[src/hw/fbc_consts.svh]
// Timing constants for the flash bus host controller.
// Assumes a 25 MHz sys_clk; every count is derived from a time in ns.
`ifndef FBC_CONSTS_SVH
`define FBC_CONSTS_SVH

`define FBC_CLK_NS 40
// Write cycle time, slowest speed grade
`define FBC_T_WC_NS 150
// Write pulse low and write pulse high times, slowest grade
`define FBC_T_WP_NS 70
`define FBC_T_WPH_NS 30
// Restart pulse width and restart high time before a read
`define FBC_T_RP_NS 500
`define FBC_T_RH_NS 200
// Restart-low to ready, with and without an embedded algorithm running
`define FBC_T_READY_BUSY_NS 20000
`define FBC_T_READY_IDLE_NS 500
// Device raises busy within this time after the final command write
`define FBC_T_BUSY_NS 200
// Elevated restart level setup before unprotected writes
`define FBC_T_RSP_NS 4000
// Read access time, slowest grade
`define FBC_T_ACC_NS 150
// Least times round up, one cycle at the least
`define FBC_CYC_UP(t) (((t) + `FBC_CLK_NS - 1) / `FBC_CLK_NS)
`define FBC_WP_CYC `FBC_CYC_UP(`FBC_T_WP_NS)
`define FBC_WPH_CYC `FBC_CYC_UP(`FBC_T_WPH_NS)
`define FBC_WC_CYC `FBC_CYC_UP(`FBC_T_WC_NS)
`define FBC_RP_CYC `FBC_CYC_UP(`FBC_T_RP_NS)
`define FBC_RH_CYC `FBC_CYC_UP(`FBC_T_RH_NS)
`define FBC_RDY_BUSY_CYC `FBC_CYC_UP(`FBC_T_READY_BUSY_NS)
`define FBC_RDY_IDLE_CYC `FBC_CYC_UP(`FBC_T_READY_IDLE_NS)
`define FBC_BUSY_CYC `FBC_CYC_UP(`FBC_T_BUSY_NS)
`define FBC_RSP_CYC `FBC_CYC_UP(`FBC_T_RSP_NS)
`define FBC_ACC_CYC `FBC_CYC_UP(`FBC_T_ACC_NS)
`define FBC_CNT_W 10
// Address bits 6,1,0 for protect and unprotect pulses
`define FBC_PROT_A6 1'h0
`define FBC_UNPROT_A6 1'h1
`define FBC_PROT_A1 1'h1
`define FBC_PROT_A0 1'h0
`define FBC_ADDR_W 20
`define FBC_DATA_W 16

`endif

[src/hw/fbc_pkg.sv]
// Types for the flash bus host controller.
// Assumes fbc_consts.svh is compiled alongside.
package fbc_pkg;
  typedef enum logic [2:0] {
    FBC_OP_READ = 3'h0,
    FBC_OP_WRITE = 3'h1,
    FBC_OP_RESTART = 3'h2,
    FBC_OP_PROTECT = 3'h3,
    FBC_OP_UNPROTECT = 3'h4
  } fbc_op_type;

  typedef enum logic [7:0] {
    FBC_ST_IDLE = 8'h01,
    FBC_ST_WR_LOW = 8'h02,
    FBC_ST_WR_HIGH = 8'h04,
    FBC_ST_RD = 8'h08,
    FBC_ST_RST_LOW = 8'h10,
    FBC_ST_RST_HIGH = 8'h20,
    FBC_ST_BUSY_WAIT = 8'h40,
    FBC_ST_UNPROT_SETUP = 8'h80
  } fbc_state_type;
endpackage

[src/hw/fbc_sync.sv]
// Two-flip-flop synchroniser for a pin that arrives from the flash.
// Assumes the pin is asynchronous to sys_clk.
module fbc_sync (
  // Clock and reset
  input wire logic sys_clk,
  input wire logic rst,
  input wire logic clk_en,
  // Pin and synchronised level
  input wire logic pin_in,
  output logic level_out
);
  logic meta_r;
  logic level_r;

  // Only level_r reads meta_r
  always_ff @(posedge sys_clk) begin
    if (rst) begin
      meta_r <= 1'h1;
      level_r <= 1'h1;
    end else if (clk_en) begin
      meta_r <= pin_in;
      level_r <= meta_r;
    end
  end

  assign level_out = level_r;
endmodule

[src/hw/fbc_host.sv]
// Host controller driving an asynchronous parallel flash through its pins.
// Assumes a 25 MHz sys_clk; the flash pins are sampled through two flops.
`include "fbc_consts.svh"

module fbc_host (
  // Clock, reset, enable
  input wire logic sys_clk,
  input wire logic rst,
  input wire logic clk_en,
  // Request port
  input wire logic req_valid,
  output logic req_ready,
  input wire fbc_pkg::fbc_op_type req_op,
  input wire logic [`FBC_ADDR_W-1:0] req_addr,
  input wire logic [`FBC_DATA_W-1:0] req_wdata,
  input wire logic req_last,
  input wire logic req_fast_status,
  // Answer port
  output logic rsp_valid,
  output logic [`FBC_DATA_W-1:0] rsp_rdata,
  output logic dev_busy,
  // Flash pins
  output logic flash_ce_n,
  output logic flash_oe_n,
  output logic flash_we_n,
  output logic flash_restart_n,
  output logic flash_restart_hv,
  output logic [`FBC_ADDR_W-1:0] flash_addr,
  output logic [`FBC_DATA_W-1:0] flash_dq_out,
  output logic flash_dq_oe,
  input wire logic [`FBC_DATA_W-1:0] flash_dq_in,
  input wire logic done_flag_in
);
  ////////////////////////////////////////////////////////////////////////////
  fbc_pkg::fbc_state_type state_r;
  logic [`FBC_CNT_W-1:0] cnt_r;
  logic [`FBC_CNT_W-1:0] rd_guard_r;
  logic [`FBC_DATA_W-1:0] dq_s1_r;
  logic [`FBC_DATA_W-1:0] dq_s2_r;
  logic done_sync;
  logic wait_busy_r;
  logic unprot_r;
  logic fast_status_r;

  fbc_sync u_done_sync (
    .sys_clk(sys_clk),
    .rst(rst),
    .clk_en(clk_en),
    .pin_in(done_flag_in),
    .level_out(done_sync)
  );

  // Data bus sampled through two flops before use
  always_ff @(posedge sys_clk) begin
    if (rst) begin
      dq_s1_r <= 16'h0000;
      dq_s2_r <= 16'h0000;
    end else if (clk_en) begin
      dq_s1_r <= flash_dq_in;
      dq_s2_r <= dq_s1_r;
    end
  end

  // A restart is also taken during an embedded run, so that it can abort it
  assign req_ready = (state_r == fbc_pkg::FBC_ST_IDLE) && done_sync
    || (state_r == fbc_pkg::FBC_ST_IDLE || state_r == fbc_pkg::FBC_ST_BUSY_WAIT)
    && req_op == fbc_pkg::FBC_OP_RESTART;
  assign dev_busy = !done_sync;

  ////////////////////////////////////////////////////////////////////////////
  // Sequencer
  always_ff @(posedge sys_clk) begin
    if (rst) begin
      state_r <= fbc_pkg::FBC_ST_IDLE;
      cnt_r <= 10'h000;
      wait_busy_r <= 1'h0;
      fast_status_r <= 1'h0;
    end else if (clk_en) begin
      case (state_r)
        fbc_pkg::FBC_ST_IDLE: begin
          if (req_valid && req_ready) begin
            fast_status_r <= req_fast_status;
            case (req_op)
              fbc_pkg::FBC_OP_WRITE, fbc_pkg::FBC_OP_PROTECT,
              fbc_pkg::FBC_OP_UNPROTECT: begin
                wait_busy_r <= req_last;
                cnt_r <= 10'(`FBC_WP_CYC);
                state_r <= fbc_pkg::FBC_ST_WR_LOW;
                if (req_op != fbc_pkg::FBC_OP_WRITE) begin
                  // One cycle more, as the elevated level rises an edge after the take
                  cnt_r <= 10'(`FBC_RSP_CYC + 1);
                  state_r <= fbc_pkg::FBC_ST_UNPROT_SETUP;
                end
              end
              fbc_pkg::FBC_OP_RESTART: begin
                cnt_r <= 10'(`FBC_RP_CYC);
                state_r <= fbc_pkg::FBC_ST_RST_LOW;
              end
              default: begin
                // Reads wait for the post-restart guard
                cnt_r <= 10'(`FBC_ACC_CYC) + rd_guard_r;
                state_r <= fbc_pkg::FBC_ST_RD;
              end
            endcase
          end
        end
        fbc_pkg::FBC_ST_WR_LOW: begin
          if (cnt_r <= 10'h001) begin
            // High time covers both strobe-high and cycle spacing
            cnt_r <= 10'(`FBC_WC_CYC - `FBC_WP_CYC);
            state_r <= fbc_pkg::FBC_ST_WR_HIGH;
          end else begin
            cnt_r <= cnt_r - 10'h001;
          end
        end
        fbc_pkg::FBC_ST_WR_HIGH: begin
          if (cnt_r <= 10'h001) begin
            if (wait_busy_r) begin
              wait_busy_r <= 1'h0;
              // Give the device time to drop the done flag
              cnt_r <= 10'(`FBC_BUSY_CYC + 2);
              state_r <= fbc_pkg::FBC_ST_BUSY_WAIT;
            end else begin
              state_r <= fbc_pkg::FBC_ST_IDLE;
            end
          end else begin
            cnt_r <= cnt_r - 10'h001;
          end
        end
        fbc_pkg::FBC_ST_BUSY_WAIT: begin
          // Program or erase runs until the flag returns; no timeout since
          // erase may last seconds
          if (req_valid && req_ready) begin
            cnt_r <= 10'(`FBC_RP_CYC);
            state_r <= fbc_pkg::FBC_ST_RST_LOW;
          end else if (cnt_r != 10'h000) begin
            cnt_r <= cnt_r - 10'h001;
          end else if (done_sync) begin
            state_r <= fbc_pkg::FBC_ST_IDLE;
          end
        end
        fbc_pkg::FBC_ST_UNPROT_SETUP: begin
          if (cnt_r <= 10'h001) begin
            cnt_r <= 10'(`FBC_WP_CYC);
            state_r <= fbc_pkg::FBC_ST_WR_LOW;
          end else begin
            cnt_r <= cnt_r - 10'h001;
          end
        end
        fbc_pkg::FBC_ST_RD: begin
          if (cnt_r <= 10'h001) begin
            state_r <= fbc_pkg::FBC_ST_IDLE;
          end else begin
            cnt_r <= cnt_r - 10'h001;
          end
        end
        fbc_pkg::FBC_ST_RST_LOW: begin
          if (cnt_r <= 10'h001) begin
            state_r <= fbc_pkg::FBC_ST_RST_HIGH;
          end else begin
            cnt_r <= cnt_r - 10'h001;
          end
        end
        fbc_pkg::FBC_ST_RST_HIGH: begin
          state_r <= fbc_pkg::FBC_ST_IDLE;
        end
        default: begin
          state_r <= fbc_pkg::FBC_ST_IDLE;
        end
      endcase
    end
  end

  ////////////////////////////////////////////////////////////////////////////
  // Ready-after-restart guard: reads held off until the device recovers
  always_ff @(posedge sys_clk) begin
    if (rst) begin
      rd_guard_r <= 10'h000;
    end else if (clk_en) begin
      if (state_r == fbc_pkg::FBC_ST_RST_HIGH) begin
        // Idle restart: ready within 500 ns, plus restart high time
        rd_guard_r <= 10'(`FBC_RH_CYC + `FBC_RDY_IDLE_CYC);
      end else if (state_r == fbc_pkg::FBC_ST_RD && rd_guard_r != 10'h000) begin
        rd_guard_r <= 10'h000;
      end
    end
  end

  ////////////////////////////////////////////////////////////////////////////
  // Unprotect mode: elevated restart held 4 us before writes start
  always_ff @(posedge sys_clk) begin
    if (rst) begin
      unprot_r <= 1'h0;
    end else if (clk_en) begin
      if (state_r == fbc_pkg::FBC_ST_IDLE && req_valid && req_ready) begin
        unprot_r <= req_op == fbc_pkg::FBC_OP_PROTECT
          || req_op == fbc_pkg::FBC_OP_UNPROTECT;
      end
    end
  end

  ////////////////////////////////////////////////////////////////////////////
  // Pin drivers, all from flops
  always_ff @(posedge sys_clk) begin
    if (rst) begin
      flash_ce_n <= 1'h1;
      flash_oe_n <= 1'h1;
      flash_we_n <= 1'h1;
      flash_restart_n <= 1'h1;
      flash_restart_hv <= 1'h0;
      flash_addr <= 20'h00000;
      flash_dq_out <= 16'h0000;
      flash_dq_oe <= 1'h0;
    end else if (clk_en) begin
      flash_we_n <= 1'h1;
      flash_oe_n <= 1'h1;
      flash_ce_n <= 1'h1;
      flash_restart_n <= !(req_valid && req_ready && req_op == fbc_pkg::FBC_OP_RESTART) &&
        !(state_r == fbc_pkg::FBC_ST_RST_LOW && cnt_r > 10'h001);
      flash_restart_hv <= unprot_r && (state_r == fbc_pkg::FBC_ST_UNPROT_SETUP
        || state_r == fbc_pkg::FBC_ST_WR_LOW || state_r == fbc_pkg::FBC_ST_WR_HIGH);
      if (state_r == fbc_pkg::FBC_ST_IDLE && req_valid && req_ready) begin
        flash_addr <= req_addr;
        flash_dq_out <= req_wdata;
        if (req_op == fbc_pkg::FBC_OP_PROTECT) begin
          flash_addr[6] <= `FBC_PROT_A6;
          flash_addr[1] <= `FBC_PROT_A1;
          flash_addr[0] <= `FBC_PROT_A0;
        end else if (req_op == fbc_pkg::FBC_OP_UNPROTECT) begin
          flash_addr[6] <= `FBC_UNPROT_A6;
          flash_addr[1] <= `FBC_PROT_A1;
          flash_addr[0] <= `FBC_PROT_A0;
        end
        if (req_op == fbc_pkg::FBC_OP_READ) begin
          flash_ce_n <= 1'h0;
          // Fast status holds chip enable low between reads, except in the last read cycle; the guard delays output enable after restart
          flash_oe_n <= rd_guard_r != 10'h000;
        end else if (req_op == fbc_pkg::FBC_OP_WRITE) begin
          flash_ce_n <= 1'h0;
          flash_we_n <= 1'h0;
          flash_dq_oe <= 1'h1;
        end
      end else if (state_r == fbc_pkg::FBC_ST_UNPROT_SETUP) begin
        // Strobe falls only once the elevated level has settled
        flash_ce_n <= cnt_r > 10'h001;
        flash_we_n <= cnt_r > 10'h001;
        flash_dq_oe <= cnt_r <= 10'h001;
      end else if (state_r == fbc_pkg::FBC_ST_WR_LOW) begin
        flash_ce_n <= 1'h0;
        flash_we_n <= cnt_r <= 10'h001;
      end else if (state_r == fbc_pkg::FBC_ST_WR_HIGH) begin
        flash_ce_n <= !(cnt_r > 10'h001);
        flash_dq_oe <= cnt_r > 10'h001;
      end else if (state_r == fbc_pkg::FBC_ST_RD && cnt_r > 10'h001) begin
        flash_ce_n <= 1'h0;
        flash_oe_n <= cnt_r > 10'(`FBC_ACC_CYC);
      end else if (fast_status_r && state_r == fbc_pkg::FBC_ST_IDLE) begin
        flash_ce_n <= 1'h0;
      end
      if (state_r != fbc_pkg::FBC_ST_WR_HIGH && state_r != fbc_pkg::FBC_ST_WR_LOW
          && state_r != fbc_pkg::FBC_ST_UNPROT_SETUP
          && !(state_r == fbc_pkg::FBC_ST_IDLE && req_valid && req_ready)) begin
        flash_dq_oe <= 1'h0;
      end
    end
  end

  // Read answer: sampled data at end of access
  always_ff @(posedge sys_clk) begin
    if (rst) begin
      rsp_valid <= 1'h0;
      rsp_rdata <= 16'h0000;
    end else if (clk_en) begin
      rsp_valid <= state_r == fbc_pkg::FBC_ST_RD && cnt_r <= 10'h001;
      if (state_r == fbc_pkg::FBC_ST_RD && cnt_r <= 10'h001) begin
        rsp_rdata <= dq_s2_r;
      end
    end
  end
endmodule

[config.mk]
export PLATFORM = sky130hd
export DESIGN_NAME = fbc_host
export DESIGN_NICKNAME = d
export VERILOG_FILES = /design/src/hw/fbc_pkg.sv /design/src/hw/fbc_sync.sv /design/src/hw/fbc_host.sv
export VERILOG_INCLUDE_DIRS = /design/src /design/src/hw
export SDC_FILE = /design/constraint.sdc
export NUM_CORES = 1
export LEC_CHECK = 0
export ABC_AREA = 1
export BUFFER_PORTS_ARGS = -buffer_cell sky130_fd_sc_hd__buf_2
export CAP_MARGIN = 20
export CORE_ASPECT_RATIO = 1.75
export CORE_UTILIZATION = 43
export DETAILED_ROUTE_END_ITERATION = 8
export MAX_ROUTING_LAYER = met4
export PLACE_DENSITY_LB_ADDON = 0.2
export SYNTH_ARGS = -nofsm -noshare
export SYNTH_HDL_FRONTEND = slang
export SYNTH_SLANG_ARGS = --single-unit
[constraint.sdc]
create_clock -name sys_clk -period 2.55 [get_ports sys_clk]
set_input_delay 0 -clock sys_clk [delete_from_list [all_inputs] [get_ports sys_clk]]
set_output_delay 0 -clock sys_clk [all_outputs]
set_load 0.05 [all_outputs]
==> impl_metrics.py <==
metrics = {
    "clock_network": {
        "tritoncts_buffer_count": 17,
        "cts.reportedPaths.clkPinSlew_ns": 0.06,
        "htreeDepth": 4,
        "post_cts_resize_count": 0,
        "clkSinkCount": 115,
        "clock_tree.buffer_depth": 2,
        "ctsHoldBuffers": 55,
        "cts_root_buffer": "clkbuf_16",
        "clock_tree_from_tritoncts": "done",
        "cts_post_setup_buffers_inserted": 0,
        "worstSkewPairLatency_ns": 0.41,
    },
    "yosys": {
        "synth-edff-count": 0,
        "synth_flop_cell": "dfxtp_1",
        "mappedNetlistNets": 780,
        "syn-instance-count": 714,
        "post_synth_instance_area_um2": 5130,
        "synthesis_warnings": 0,
        "ys_seq_elements": 115,
        "seq_area_frac_synth_pct": 44.9,
        "syn_area_per_cell_um2": 7.18,
        "count_of_unique_library_cells_instantiated_by_yosys": 34,
        "share_of_async_settable_or_async_resettable_flops_after_synthesis_pct": 0,
    },
    "setup_path": {
        "timing.critical_path.fanout_max": 37,
        "critPathLaunchType": "flop",
        "crit_path_top_delay_cell": "dfxtp_1",
        "worstPathRequired_ns": 2.87,
        "criticalPathCategory": "reg -> reg",
        "crit_chain": "inv_1, nand2_1, nor2_1, nand3_1, nand2_4, nand2_4, nor2_8, nand2_4, clkinv_4, nand2_1, a21oi_1",
        "cpMostUsedCell": "nand2_4",
        "ff2ff_setup_slack_ns": 0.38,
        "timing.critical_path.arrival_ns": 2.50,
        "critical-path-top-delay-family": "simple AND/OR/NAND/NOR gates",
        "critical_path.n_buffers_inverters": 2,
        "worst_path_largest_cell_delay_ns": 0.34,
        "worstSetupEndpointType": "flop",
    },
    "timing": {
        "finalHoldViolCount": 0,
        "fin_skew_ns": 0.00528,
        "timing.final.crit_share_pct": 85.2,
        "maxSlewViolCount": 0,
        "setup_repair_after_global_routing_missed_its_margin": "false",
        "final.setup.tns_ns": 0,
        "setup_viol": 0,
        "worst_slew_margin_rel_pct": 60.3,
        "max_clock_freq_ghz": 0.460,
        "finalCriticalPeriod_ns": 2.17,
        "worst_pin_slew_ns": 0.595,
    },
    "die": {
        "core_um2": 11600,
        "floorplan.die.height_um": 146,
        "fp.dieW_um": 84.6,
        "start_util_pct": 44.3,
        "standard_cell_rows": 52,
        "fp.dieArea_um2": 12400,
        "boundary_pins": 123,
    },
    "drt": {
        "route.detailed.drc": 7,
        "drt-pass1-iter-count": 7,
        "wire_per_inst_um": 14.1,
        "routed_wirelength_mm": 14.6,
        "drt-vias-per-instance": 4.99,
        "via_count": 5147,
        "detail-route-antenna-nets": 0,
        "detailedRoute.firstIterationViolations": 200,
    },
    "global_route": {
        "met1_usage_pct": 25.4,
        "grt_util_all_layers_pct": 25.3,
        "wire_length_of_the_first_global_routing_pass_mm": 23.9,
        "grt.met3_usage_pct": 4.41,
        "globalRoute.busiestLayer": "met2",
        "overflow": 0,
        "antenna_found_initial": 0,
        "met2_demand_to_capacity_share_in_global_routing_pct": 45.7,
        "grt_pass1_vias": 5159,
        "largest_net_degree_at_the_start_of_global_routing": 71,
    },
    "placement": {
        "weighted_congestion_reported_at_the_end_of_routability_driven_placement": 0.944,
        "io_buffers": 122,
        "hpwlAfterDp_mm": 10.1,
        "placed_area_um2": 5780,
    },
    "layout": {
        "syn_to_final_growth_pct": 35.7,
        "final_cell_area_um2": 6960,
        "final_layout_size_suffix_gt1_share_pct": 22.6,
        "diodes": 0,
        "final_net_count": 950,
        "fill_cells": 1065,
    },
    "run_status": {
        "violated_checks": "DRC",
        "status": "finished, violations left",
    },
    "power": {
        "vdd_drop_max_mv": 0.525,
        "power_leakage_nw": 3.26,
        "power_per_cell_area_nw_per_um2": 1010,
    },
    "flow_run": {
        "drv.max_cap_violation_count": 0,
    },
    "hold_path": {
        "holdCritPathClass": "in -> reg",
    },
}
==> cell families (layout without fill, tap and decap cells) <==
kind of cell	count (synthesis)	in the layout	synth area share, %
AOI/OAI and AO/OA	159	159	16.7
xor gates and xnor gates	4	4	0.683
adders and majority gates	4	4	0.976
buffers and inverters	92	275	7.95
DFF	115	115	44.9
and+or+nand+nor	340	340	28.8
==> state kept, by name, indices dropped and copies added, names as in the netlist, 8 cells and up <==
register	flops
flash_addr	20
dq_s1_r	16
dq_s2_r	16
flash_dq_out	16
rsp_rdata	16
cnt_r	10
state_r	8
==> path summary, 6_finish.rpt <==
| path | from | endpoint | cells past startpoint |
|---|---|---|---|
| worst max-delay path | state_r[5] | flash_addr[5] | 11 |
| worst min-delay path | req_op[2] | flash_oe_n | 5 |
| worst max register to register | state_r[5] | flash_addr[5] | 11 |
| worst min register to register | dq_s2_r[7] | rsp_rdata[7] | 2 |
==> where the power goes <==
part,internal (W),switching (W),leakage (nW)
clock network,0.00165,0.000868,0.305
registers,0.00200,0.000151,0.939
logic,0.000707,0.00166,2.01
total,0.00435,0.00268,3.26
==> synthesized netlist by cell type (2+ instances only) <==
cell      number  area, µm²
nor2_4         4       45.0
xor2_1         3       26.3
buf_1          4       15.0
inv_2          3       11.3
a31oi_1        3       18.8
nand2_1      156        586
inv_1         55        206
nor2_1       112        420
nand4_1        4       25.0
nor2_8         2       40.0
a21oi_1       65        325
dfxtp_1      115       2300
nand3_1       26        130
buf_2          6       30.0
buf_6          5       56.3
a21oi_2       11       96.3
nand2_2       14       87.6
nand3b_1       2       15.0
ha_1           4       50.1
clkbuf_1      16       60.1
nand2_4        3       33.8
o21ai_0       75        375
nor2_2         3       18.8
nor3_1        13       65.1
==> per-layer routing <==
layer	wire length, µm	vias to the layer above
li1	-	2643
met1	5760	2309
met2	7680	156
met3	592	39
met4	556	0
met5	0	-
==> placed cells by master (no fill, tap or decap), types with 4 or more instances in the layout <==
cell type      synthesis  layout
clkbuf_16              0      17
buf_2                  6     122
nand3_1               26      26
nor2_1               112     112
nand2_1              156     156
nand2_2               14      14
dlygate4sd3_1          0      55
buf_4                  0       6
dfxtp_1              115     115
a21oi_1               65      65
nor2_4                 4       4
inv_1                 55      55
a21oi_2               11      11
clkinv_4               1       6
bufinv_16              0       4
nand4_1                4       4
nor3_1                13      13
o21ai_0               75      75
ha_1                   4       4
==> layout make-up <==
cell class                 instances  area [µm²]  area share (%)
multi-input combinational        507        2420            34.8
sequential                       115        2300            33.1
timing repair buffer             183        1210            17.3
clock buffer                      18         429            6.17
inverter                          60         231            3.33
clock inverter                    14         203            2.91
tap                              135         169            2.43
==> worst register-to-register path: stages (launching register included) <==
cell	delay, ns
dfxtp_1	0.34
inv_1	0.10
nand2_1	0.09
nor2_1	0.26
nand3_1	0.19
nand2_4	0.12
nand2_4	0.11
nor2_8	0.14
nand2_4	0.16
clkinv_4	0.28
nand2_1	0.12
a21oi_1	0.18
==> metrics by stage <==
stage	setup slack (ns)	hold slack [ns]	total power, W	cells	utilization (%)
global route	0.118	0.0816	0.00744	1032	60.1
global placement	0.465	0.224	0.00444	945	49.9
CTS	0.413	0.0237	0.00708	1032	60.1
finish	0.377	0.0376	0.00703	1032	60.1
detailed placement	0.435	0.228	0.00447	945	49.9
floorplan	0.640	0.126	0.00395	714	-
Note: power is estimated with default switching activity, not from simulation.
